[src/osc_consts.svh]
// Constants of the eight-channel sink control bank: addresses, defaults, widths.
// Assumes it is included by bare name wherever the constants are needed.
`ifndef OSC_CONSTS_SVH
`define OSC_CONSTS_SVH

// ----------------------------------------------------------------------------
// Register addresses
// ----------------------------------------------------------------------------
`define OSC_ADDR_ONOFF    8'h00
`define OSC_ADDR_LVL_LAST 8'h08
`define OSC_ADDR_GAIN     8'h09

// ----------------------------------------------------------------------------
// Defaults loaded on reset; on/off, level and gain also on the enable rising edge
// ----------------------------------------------------------------------------
`define OSC_RST_ONOFF 8'h00
`define OSC_RST_LEVEL 6'h01
`define OSC_RST_GAIN  4'h8
`define OSC_RST_PTR   8'h00
`define OSC_PIN_IDLE  5'h18 // Synchroniser reset: clock and data high, other pins low.

// ----------------------------------------------------------------------------
// Field widths and limits
// ----------------------------------------------------------------------------
`define OSC_NUM_SINKS 8
`define OSC_LVL_W     6
`define OSC_GAIN_W    4
`define OSC_CUR_W     10
`define OSC_LEVEL_MAX 6'h32
`define OSC_CUR_MAX   10'h320
`define OSC_NUM_PINS  5

// ----------------------------------------------------------------------------
// Serial bus framing
// ----------------------------------------------------------------------------
`define OSC_SLAVE_ADDR 7'h70
`define OSC_BITS_BYTE  4'h8
`define OSC_LAST_BIT   4'h7

`endif

[src/osc_pkg.sv]
// Types shared by the sink control bank: pin bundle, sink output, bus states.
// Assumes osc_consts.svh is reachable on the include path.
`include "osc_consts.svh"

package osc_pkg;

  // Synchronised external inputs travel together.
  typedef struct packed {
    logic scl;
    logic sda;
    logic en;
    logic undervoltage_lockout;
    logic otemp;
  } osc_pins_t;

  // One sink: active flag and target current in 31.25 uA units.
  typedef struct packed {
    logic                  on;
    logic [`OSC_CUR_W-1:0] current;
  } osc_sink_t;

  // Serial slave states, Gray coded along the write path.
  typedef enum logic [3:0] {
    ST_IDLE     = 4'h0,
    ST_ADDR     = 4'h1,
    ST_ADDR_ACK = 4'h3,
    ST_REG      = 4'h2,
    ST_REG_ACK  = 4'h6,
    ST_DATA     = 4'h7,
    ST_DATA_ACK = 4'h5,
    ST_RD       = 4'h4,
    ST_RD_ACK   = 4'hC,
    ST_IGNORE   = 4'hD
  } osc_state_t;

endpackage

[src/osc_regs.sv]
// Control bank of an eight-channel current sink driver with a serial slave port.
// Assumes a two-wire bus master on scl/sda and analog sinks driven from sinkOut.
//
// Overview of operation
// Register sink_on_off bit n-1 switches sink n on when set.
// Registers sink1_level to sink8_level hold six-bit multipliers; upper bits unused.
// Sink current equals step size times its multiplier.
// Multipliers above 50 act as 50.
// Register step_gain four-bit code gives step of 31.25 uA times code plus one.
// Enable rising edge loads defaults: on/off 0x00, each level 0x01, gain 0x08.
// Slave answers address 1110000; direction bit is the byte's LSB.
// Undervoltage indication disables the device; the code only forces all sinks off, serial port and registers stay active.
// Over-temperature indication disables all sinks until it clears.
// Outside system starts boost after driver, stops boost before sinks.
// Each access is one register address byte and one data byte; no increment.
// Pointer set by address-only write survives stop; later read returns it.
// General call ignored; seven-bit addressing only.
// Host drives the active-high enable pin to operate the device.
// Unused bits and unmapped addresses ignore writes and read zero.
// Sink carries current only when on and no protection indication.
`timescale 1ns/1ps
`include "osc_consts.svh"

module osc_regs (
  input  wire logic                                  clk_sys,
  input  wire logic                                  rst_b,
  input  wire logic                                  scl,
  input  wire logic                                  sdaIn,
  input  wire logic                                  enable,
  input  wire logic                                  undervoltageLockout,
  input  wire logic                                  overTemp,
  output logic                                       sdaOut,
  output logic                                       sdaOe_b,
  output osc_pkg::osc_sink_t [`OSC_NUM_SINKS-1:0]    sinkOut
);
  import osc_pkg::*;

  // ----------------------------------------------------------------------------
  // Declarations
  // ----------------------------------------------------------------------------
  osc_pins_t                                    pinS;
  logic                                         sclPrev_reg;
  logic                                         sdaPrev_reg;
  logic                                         enPrev_reg;
  logic                                         sclRise;
  logic                                         sclFall;
  logic                                         startDet;
  logic                                         stopDet;
  logic                                         enRise;
  logic                                         gateOk;
  osc_state_t                                   state_reg;
  osc_state_t                                   state_next;
  logic [3:0]                                   bitCnt_reg;
  logic [3:0]                                   bitCnt_next;
  logic [7:0]                                   shift_reg;
  logic [7:0]                                   shift_next;
  logic [7:0]                                   ptr_reg;
  logic [7:0]                                   ptr_next;
  logic                                         rw_reg;
  logic                                         rw_next;
  logic                                         sdaOe_b_reg;
  logic                                         sdaOe_b_next;
  logic                                         wrEn;
  logic [7:0]                                   rdData;
  logic [2:0]                                   lvlIdx;
  logic [`OSC_NUM_SINKS-1:0]                    onOff_reg;
  logic [`OSC_NUM_SINKS-1:0]                    onOff_next;
  logic [`OSC_NUM_SINKS-1:0][`OSC_LVL_W-1:0]    level_reg;
  logic [`OSC_NUM_SINKS-1:0][`OSC_LVL_W-1:0]    level_next;
  logic [`OSC_GAIN_W-1:0]                       gain_reg;
  logic [`OSC_GAIN_W-1:0]                       gain_next;
  logic [`OSC_NUM_SINKS-1:0][`OSC_CUR_W-1:0]    calcCur;
  osc_sink_t [`OSC_NUM_SINKS-1:0]               sinkOut_reg;
  osc_sink_t [`OSC_NUM_SINKS-1:0]               sinkOut_next;

  // ----------------------------------------------------------------------------
  // Input synchronisation and edge detection
  // ----------------------------------------------------------------------------
  osc_pin_sync u_sync (
    .clk_sys (clk_sys),
    .rst_b   (rst_b),
    .pinRaw  ({scl, sdaIn, enable, undervoltageLockout, overTemp}),
    .pinSync (pinS)
  );

  // Edges use the synchronised copy and its own one-cycle history.
  assign sclRise  = pinS.scl & ~sclPrev_reg;
  assign sclFall  = ~pinS.scl & sclPrev_reg;
  assign startDet = pinS.scl & sclPrev_reg & sdaPrev_reg & ~pinS.sda;
  assign stopDet  = pinS.scl & sclPrev_reg & ~sdaPrev_reg & pinS.sda;
  assign enRise   = pinS.en & ~enPrev_reg;
  // Any protection indication or a low enable pin removes sink current. Sinks also stay
  // off in the cycle of an enable rise, so stale settings never reach a sink.
  assign gateOk   = pinS.en & enPrev_reg & ~pinS.undervoltage_lockout & ~pinS.otemp;

  // History flops; the bus ones start idle-high, enable low, so no false start after reset.
  always_ff @(posedge clk_sys)
  begin
    if (!rst_b)
    begin
      sclPrev_reg <= 1'b1;
      sdaPrev_reg <= 1'b1;
      enPrev_reg  <= 1'b0;
    end
    else
    begin
      sclPrev_reg <= pinS.scl;
      sdaPrev_reg <= pinS.sda;
      enPrev_reg  <= pinS.en;
    end
  end

  // ----------------------------------------------------------------------------
  // Register read mux
  // ----------------------------------------------------------------------------
  assign lvlIdx = 3'(ptr_reg[3:0] - 4'h1);

  // Unmapped addresses and unused upper bits read as zero.
  always_comb
  begin
    if (ptr_reg == `OSC_ADDR_ONOFF)
      rdData = onOff_reg;
    else if (ptr_reg <= `OSC_ADDR_LVL_LAST)
      rdData = {2'h0, level_reg[lvlIdx]};
    else if (ptr_reg == `OSC_ADDR_GAIN)
      rdData = {4'h0, gain_reg};
    else
      rdData = 8'h00;
  end

  // ----------------------------------------------------------------------------
  // Serial slave engine
  // ----------------------------------------------------------------------------
  // ACK and read bits change only after a falling scl edge, so data is stable
  // while scl is high. The engine sleeps while enable is low.
  always_comb
  begin
    state_next   = state_reg;
    bitCnt_next  = bitCnt_reg;
    shift_next   = shift_reg;
    ptr_next     = ptr_reg;
    rw_next      = rw_reg;
    sdaOe_b_next = sdaOe_b_reg;
    wrEn         = 1'b0;
    if (!pinS.en || stopDet)
    begin
      state_next   = ST_IDLE; // Pointer is kept across a stop.
      sdaOe_b_next = 1'b1;
    end
    else if (startDet)
    begin
      state_next   = ST_ADDR;
      bitCnt_next  = 4'h0;
      sdaOe_b_next = 1'b1;
    end
    else
    begin
      unique case (state_reg)
        ST_IDLE, ST_IGNORE:
          state_next = state_reg;
        ST_ADDR, ST_REG, ST_DATA:
          if (sclRise)
          begin
            shift_next  = {shift_reg[6:0], pinS.sda};
            bitCnt_next = bitCnt_reg + 4'h1;
          end
          else if (sclFall && bitCnt_reg == `OSC_BITS_BYTE)
          begin
            bitCnt_next = 4'h0;
            if (state_reg == ST_ADDR)
            begin
              // General call and foreign addresses never match.
              if (shift_reg[7:1] == `OSC_SLAVE_ADDR)
              begin
                rw_next      = shift_reg[0];
                sdaOe_b_next = 1'b0;
                state_next   = ST_ADDR_ACK;
              end
              else
                state_next = ST_IGNORE;
            end
            else if (state_reg == ST_REG)
            begin
              ptr_next     = shift_reg;
              sdaOe_b_next = 1'b0;
              state_next   = ST_REG_ACK;
            end
            else
            begin
              wrEn         = 1'b1;
              sdaOe_b_next = 1'b0;
              state_next   = ST_DATA_ACK;
            end
          end
        ST_ADDR_ACK:
          if (sclFall)
          begin
            if (rw_reg)
            begin
              shift_next   = rdData;
              sdaOe_b_next = rdData[7];
              state_next   = ST_RD;
            end
            else
            begin
              sdaOe_b_next = 1'b1;
              state_next   = ST_REG;
            end
          end
        ST_REG_ACK:
          if (sclFall)
          begin
            sdaOe_b_next = 1'b1;
            state_next   = ST_DATA;
          end
        ST_DATA_ACK:
          // A second data byte is not acknowledged: no auto increment.
          if (sclFall)
          begin
            sdaOe_b_next = 1'b1;
            state_next   = ST_IGNORE;
          end
        ST_RD:
          if (sclFall)
          begin
            if (bitCnt_reg == `OSC_LAST_BIT)
            begin
              sdaOe_b_next = 1'b1;
              bitCnt_next  = 4'h0;
              state_next   = ST_RD_ACK;
            end
            else
            begin
              shift_next   = {shift_reg[6:0], 1'b0};
              sdaOe_b_next = shift_reg[6];
              bitCnt_next  = bitCnt_reg + 4'h1;
            end
          end
        ST_RD_ACK:
          if (sclRise)
            shift_next = {shift_reg[6:0], pinS.sda};
          else if (sclFall)
          begin
            if (!shift_reg[0])
            begin
              // Master ACK repeats the same register, pointer unchanged.
              shift_next   = rdData;
              sdaOe_b_next = rdData[7];
              state_next   = ST_RD;
            end
            else
              state_next = ST_IGNORE;
          end
      endcase
    end
  end

  always_ff @(posedge clk_sys)
  begin
    if (!rst_b)
    begin
      state_reg   <= ST_IDLE;
      bitCnt_reg  <= 4'h0;
      shift_reg   <= 8'h00;
      ptr_reg     <= `OSC_RST_PTR;
      rw_reg      <= 1'b0;
      sdaOe_b_reg <= 1'b1;
    end
    else
    begin
      state_reg   <= state_next;
      bitCnt_reg  <= bitCnt_next;
      shift_reg   <= shift_next;
      ptr_reg     <= ptr_next;
      rw_reg      <= rw_next;
      sdaOe_b_reg <= sdaOe_b_next;
    end
  end

  // ----------------------------------------------------------------------------
  // Register bank
  // ----------------------------------------------------------------------------
  // Enable rising edge wins over a bus write in the same cycle.
  always_comb
  begin
    onOff_next = onOff_reg;
    level_next = level_reg;
    gain_next  = gain_reg;
    if (enRise)
    begin
      onOff_next = `OSC_RST_ONOFF;
      level_next = {`OSC_NUM_SINKS{`OSC_RST_LEVEL}};
      gain_next  = `OSC_RST_GAIN;
    end
    else if (wrEn)
    begin
      if (ptr_reg == `OSC_ADDR_ONOFF)
        onOff_next = shift_reg;
      else if (ptr_reg <= `OSC_ADDR_LVL_LAST)
        level_next[lvlIdx] = shift_reg[`OSC_LVL_W-1:0];
      else if (ptr_reg == `OSC_ADDR_GAIN)
        gain_next = shift_reg[`OSC_GAIN_W-1:0];
    end
  end

  always_ff @(posedge clk_sys)
  begin
    if (!rst_b)
    begin
      onOff_reg <= `OSC_RST_ONOFF;
      level_reg <= {`OSC_NUM_SINKS{`OSC_RST_LEVEL}};
      gain_reg  <= `OSC_RST_GAIN;
    end
    else
    begin
      onOff_reg <= onOff_next;
      level_reg <= level_next;
      gain_reg  <= gain_next;
    end
  end

  // ----------------------------------------------------------------------------
  // Sink outputs
  // ----------------------------------------------------------------------------
  osc_sink_calc u_calc (
    .level   (level_reg),
    .gain    (gain_reg),
    .current (calcCur)
  );

  // Each sink is gated by its on bit and the protection indications.
  genvar s;
  generate
    for (s = 0; s < `OSC_NUM_SINKS; s = s + 1)
    begin : g_out
      assign sinkOut_next[s].on      = onOff_reg[s] & gateOk;
      assign sinkOut_next[s].current = (onOff_reg[s] & gateOk) ? calcCur[s] : '0;
    end
  endgenerate

  always_ff @(posedge clk_sys)
  begin
    if (!rst_b)
      sinkOut_reg <= '0;
    else
      sinkOut_reg <= sinkOut_next;
  end

  assign sinkOut = sinkOut_reg;
  assign sdaOe_b = sdaOe_b_reg;
  // Open-drain line: the driven level is always low.
  assign sdaOut  = 1'b0;

  // ----------------------------------------------------------------------------
  // Assertions
  // ----------------------------------------------------------------------------
  logic [`OSC_CUR_W-1:0] expCur0;
  assign expCur0 = `OSC_CUR_W'(`OSC_CUR_W'(level_reg[0]) * (`OSC_CUR_W'(gain_reg) + 10'h001));
endmodule

[src/osc_pin_sync.sv]
// Two-stage synchronisers for every pin that enters the system clock domain.
// Assumes raw inputs are asynchronous to clk_sys; the first stage feeds only the second.
`timescale 1ns/1ps
`include "osc_consts.svh"

module osc_pin_sync (
  input  wire logic                      clk_sys,
  input  wire logic                      rst_b,
  input  wire logic [`OSC_NUM_PINS-1:0]  pinRaw,
  output osc_pkg::osc_pins_t             pinSync
);
  import osc_pkg::*;

  logic [`OSC_NUM_PINS-1:0] meta_reg;
  logic [`OSC_NUM_PINS-1:0] meta_next;
  logic [`OSC_NUM_PINS-1:0] stable_reg;
  logic [`OSC_NUM_PINS-1:0] stable_next;

  // ----------------------------------------------------------------------------
  // Per-pin stage chain.
  // ----------------------------------------------------------------------------
  genvar i;
  generate
    for (i = 0; i < `OSC_NUM_PINS; i = i + 1)
    begin : g_pin
      // Each stage copies the one before it; only the second stage is read outside.
      always_comb
      begin
        meta_next[i]   = pinRaw[i];
        stable_next[i] = meta_reg[i];
      end
    end
  endgenerate

  // Registers only; reset parks the bus lines high, as an idle bus is, so no false edge follows.
  always_ff @(posedge clk_sys)
  begin
    if (!rst_b)
    begin
      meta_reg   <= `OSC_PIN_IDLE;
      stable_reg <= `OSC_PIN_IDLE;
    end
    else
    begin
      meta_reg   <= meta_next;
      stable_reg <= stable_next;
    end
  end

  assign pinSync = osc_pins_t'(stable_reg);

endmodule

[src/osc_sink_calc.sv]
// Per-sink current computation: clamped multiplier times decoded step size.
// Assumes register values are stable in clk_sys; pure combinational logic.
`timescale 1ns/1ps
`include "osc_consts.svh"

module osc_sink_calc (
  input  wire logic [`OSC_NUM_SINKS-1:0][`OSC_LVL_W-1:0] level,
  input  wire logic [`OSC_GAIN_W-1:0]                    gain,
  output logic      [`OSC_NUM_SINKS-1:0][`OSC_CUR_W-1:0] current
);
  import osc_pkg::*;

  logic [`OSC_CUR_W-1:0] stepUnits;

  // Step size is gain code plus one, in 31.25 uA units.
  assign stepUnits = `OSC_CUR_W'(gain) + `OSC_CUR_W'(1);

  genvar i;
  generate
    for (i = 0; i < `OSC_NUM_SINKS; i = i + 1)
    begin : g_sink
      logic [`OSC_LVL_W-1:0] clamped;
      // Codes above the maximum act as the maximum.
      assign clamped = (level[i] > `OSC_LEVEL_MAX) ? `OSC_LEVEL_MAX : level[i];
      // Product fits: 50 times 16 is 800, below 1024.
      assign current[i] = `OSC_CUR_W'(`OSC_CUR_W'(clamped) * stepUnits);
    end
  endgenerate

endmodule

[config.mk]
export PLATFORM = sky130hd
export DESIGN_NAME = osc_regs
export DESIGN_NICKNAME = d
export VERILOG_FILES = /design/src/osc_pkg.sv /design/src/osc_regs.sv /design/src/osc_pin_sync.sv /design/src/osc_sink_calc.sv
export VERILOG_INCLUDE_DIRS = /design/src
export SDC_FILE = /design/constraint.sdc
export NUM_CORES = 1
export LEC_CHECK = 0
export BUFFER_PORTS_ARGS = -buffer_cell sky130_fd_sc_hd__buf_2
export CAP_MARGIN = 20
export CORE_ASPECT_RATIO = 1.5
export CORE_UTILIZATION = 40
export DETAILED_ROUTE_END_ITERATION = 6
export PLACE_DENSITY_LB_ADDON = 0.08
export RECOVER_POWER = 100
export SLEW_MARGIN = 25
export SYNTH_ARGS = -nofsm -noshare
export SYNTH_HDL_FRONTEND = slang
export SYNTH_SLANG_ARGS = --single-unit
export TNS_END_PERCENT = 30
[constraint.sdc]
create_clock -name clk_sys -period 4.1 [get_ports clk_sys]
set_clock_uncertainty 0.2 [all_clocks]
set_input_delay 1.23 -clock clk_sys [delete_from_list [all_inputs] [get_ports clk_sys]]
set_output_delay 1.23 -clock clk_sys [all_outputs]
set_load 0.005 [all_outputs]
==> results.sh <==
export IMPL_multiInputGateArea_um2=10000
export IMPL_crit_type="reg2reg"
export IMPL_drc_errors=0
export IMPL_critPathSlowestCell="fa_1"
export IMPL_grtUsageTotal_pct=20.6
export IMPL_critPathMaxFanout=6
export IMPL_hold_class="reg2reg"
export IMPL_ys_seq_area_share_pct=26.5
export IMPL_rows=84
export IMPL_final_layout_size_suffix_gt1_share_pct=18.8
export IMPL_status="finished with violations"
export IMPL_grt_start_max_net_pins=39
export IMPL_fin_nets=2069
export IMPL_critPathMaxStageDelay_ns=0.55
export IMPL_violations="max-capacitance violations, max-slew violations, negative setup slack"
export IMPL_place_detailed_hpwl_um=26900
export IMPL_placed_area_um2=16200
export IMPL_setup_ws_ns=-0.0530
export IMPL_n_fill_cell=3523
export IMPL_antenna_found_initial=0
export IMPL_slew_violations=39
export IMPL_startpoint_type="flip-flop"
export IMPL_path_delay_family="adder cells"
export IMPL_portBuffers=95
export IMPL_p_per_area_nw_per_um2=204
export IMPL_crit_required_ns=4.25
export IMPL_clock_root_buffer="clkbuf_16"
export IMPL_syn_avg_cell_area_um2=8.66
export IMPL_hold_viol=0
export IMPL_rsz0062_at_grt="yes"
export IMPL_finalCritPeriodShare_pct=101
export IMPL_leakage_nw=7.83
export IMPL_io_pins=97
export IMPL_wl_per_cell_um=15.8
export IMPL_drtIter0Drc=513
export IMPL_min_period_ns=4.15
export IMPL_critPathBufInv=3
export IMPL_vias=11500
export IMPL_coreArea_um2=34900
export IMPL_overflow=0
export IMPL_path_cells="ha_4, buf_6, xor2_4, buf_12, nand3_1, fa_1, fa_1, fa_1, inv_2, ha_4, nor2b_4, o31a_1, o41ai_2, xnor2_1, nor2_1"
export IMPL_avgViaCountPerCell=4.98
export IMPL_setup_viol=4
export IMPL_dieArea_um2=36100
export IMPL_htree_levels=4
export IMPL_clk_pin_slew_ns=0.08
export IMPL_finalPower_mw=3.53
export IMPL_ys_warnings_count=0
export IMPL_ys_ff_latch=187
export IMPL_clock_path_buffers=2
export IMPL_async_flop_share_pct=0
export IMPL_die_h_um=232
export IMPL_final_antenna_net_count=0
export IMPL_syn2layout_area_growth_pct=22.7
export IMPL_peakVddDrop_v=0.000267
export IMPL_cap_violations=1
export IMPL_cts_made_buffers=17
export IMPL_clk_latency_ns=0.46
export IMPL_ys_types=72
export IMPL_grt_pass1_vias=11500
export IMPL_wirelength_um=36400
export IMPL_clock_sinks=187
export IMPL_synth_cells=1632
export IMPL_fp_dieW_um=155
export IMPL_slew_headroom_pct=-8.26
export IMPL_holdBufCountCts=0
export IMPL_crit_path_end_kind="flip-flop"
export IMPL_worst_slew_pin_slew_ns=1.62
export IMPL_fmax_mhz=241
export IMPL_seqCellArea_um2=3750
export IMPL_grt_pass1_wl_um=58200
export IMPL_start_util_pct=40.5
export IMPL_syn_nets=1880
export IMPL_tritoncts="yes"
export IMPL_first_pass_iters=7
export IMPL_crit_top_cell="fa_1"
export IMPL_netlist_area_um2=14100
export IMPL_arrival_ns=4.30
export IMPL_synth_edf_count=0
export IMPL_post_route_cell_area_um2=17300
export IMPL_largest_reg_flops=88
export IMPL_gp_congestion=0.846
export IMPL_synth_main_ff_cell="dfxtp_1"
==> stage by stage <==
step | worst slack [ns] | hold slack [ns] | setup TNS, ns | utilization [%] | cells
2_1_floorplan | -0.0196 | 0.186 | -0.0342 | - | 1632
3_3_place_gp | -0.120 | 0.189 | -1.36 | 46.3 | 2262
3_5_place_dp | -0.202 | 0.194 | -2.23 | 46.3 | 2262
4_1_cts | -0.147 | 0.211 | -1.09 | 48.5 | 2300
5_1_grt | -0.220 | 0.230 | -2.64 | 49.7 | 2307
6_report | -0.0530 | 0.208 | -0.115 | 49.7 | 2308
==> final timing paths <==
check                                               endpoint                     startpoint  cells past startpoint  slack [ns]
worst max-delay path                  sinkOut[42]$_SDFF_PN0_       gain_reg[0]$_SDFFE_PP0P_                     15       -0.05
worst min register to register  u_sync.pinSync[3]$_SDFF_PN1_  u_sync.meta_reg[3]$_SDFF_PN1_                      1        0.21
worst max register to register        sinkOut[42]$_SDFF_PN0_       gain_reg[0]$_SDFFE_PP0P_                     15       -0.05
worst min-delay path            u_sync.pinSync[3]$_SDFF_PN1_  u_sync.meta_reg[3]$_SDFF_PN1_                      1        0.21
==> Yosys cell counts (9+ instances only) <==
| master | n | area, µm² |
|---|---|---|
| nor2b_1 | 17 | 106 |
| a22oi_1 | 9 | 67.6 |
| or2_2 | 10 | 62.6 |
| nor3_1 | 29 | 145 |
| a211oi_1 | 9 | 67.6 |
| and3_1 | 36 | 225 |
| a21oi_1 | 35 | 175 |
| nand2_1 | 124 | 465 |
| nand3_1 | 50 | 250 |
| xor2_1 | 37 | 324 |
| nor2_1 | 262 | 983 |
| a21o_1 | 15 | 113 |
| a31oi_1 | 10 | 62.6 |
| and2_1 | 35 | 219 |
| xnor2_1 | 43 | 377 |
| dfxtp_1 | 187 | 3740 |
| inv_1 | 156 | 586 |
| o21ai_0 | 30 | 150 |
| mux2i_1 | 77 | 771 |
| nand2b_1 | 26 | 163 |
| o21bai_1 | 10 | 75.1 |
| clkbuf_1 | 69 | 259 |
| fa_1 | 88 | 1760 |
| ha_1 | 153 | 1910 |
==> report_power, final <==
part           leakage (nW)  internal (mW)  switching (mW)
sequential             1.51           1.82         0.00274
combinational          6.04         0.0124          0.0288
clock                 0.282          0.861           0.810
total                  7.83           2.69           0.841
==> routing by layer <==
| layer | wire (µm) | up-vias | global-route usage (%) | part of all wire, % |
|---|---|---|---|---|
| li1 | - | 5770 | - | - |
| met1 | 15400 | 5528 | 24.2 | 42 |
| met4 | 1030 | 0 | 7.94 | 2.8 |
| met3 | 997 | 52 | 2.74 | 2.7 |
| met2 | 18900 | 154 | 37.7 | 52 |
| met5 | 0 | - | 0 | 0 |
==> cell usage in the layout (no fill, tap or decap), drive strengths merged, types with 5 or more instances in the layout <==
cell type / n
clkinv: 5
ha: 153
o21ai: 37
nand2b: 26
o22ai: 6
o21bai: 10
xnor2: 43
nor2: 262
a21o: 15
a211oi: 9
nor3: 30
mux2i: 77
or2: 10
nand2: 124
and3: 36
a21oi: 35
nand3b: 8
a22oi: 9
clkbuf: 57
inv: 163
fa: 88
xor2: 37
buf: 210
and2: 35
nor2b: 17
nor4: 10
dfxtp: 187
o41ai: 8
a31oi: 10
nand3: 51
==> final cells by class <==
type / instances / area share, %
diodes: 1 / 0.0144
clock buffers: 17 / 2.45
clock inverters: 15 / 0.902
inverters: 156 / 3.38
multi-input cells: 1209 / 57.7
flip-flops and latches: 187 / 21.6
well taps: 473 / 3.41
repair buffers: 250 / 10.5
==> cell families after synthesis <==
family                     after synthesis  synth area share (%)
xor gates and xnor gates                80                  4.96
and+or+nand+nor                        634                  22.1
adders and majority gates              243                  26.2
DFF                                    187                  26.5
muxes                                   80                  5.85
AOI/OAI and AO/OA                      171                  8.00
buffers and inverters                  236                  6.44
other                                    1                0.0265
==> repair_timing <==
action | in CTS | in global routing
setup endpoints to repair | 21 | 30
setup buffers | 6 | 4
pin swaps | 12 | 82
cloned | 0 | 3
resized for setup | 21 | 66
Note: power is estimated with default switching activity, not from simulation.
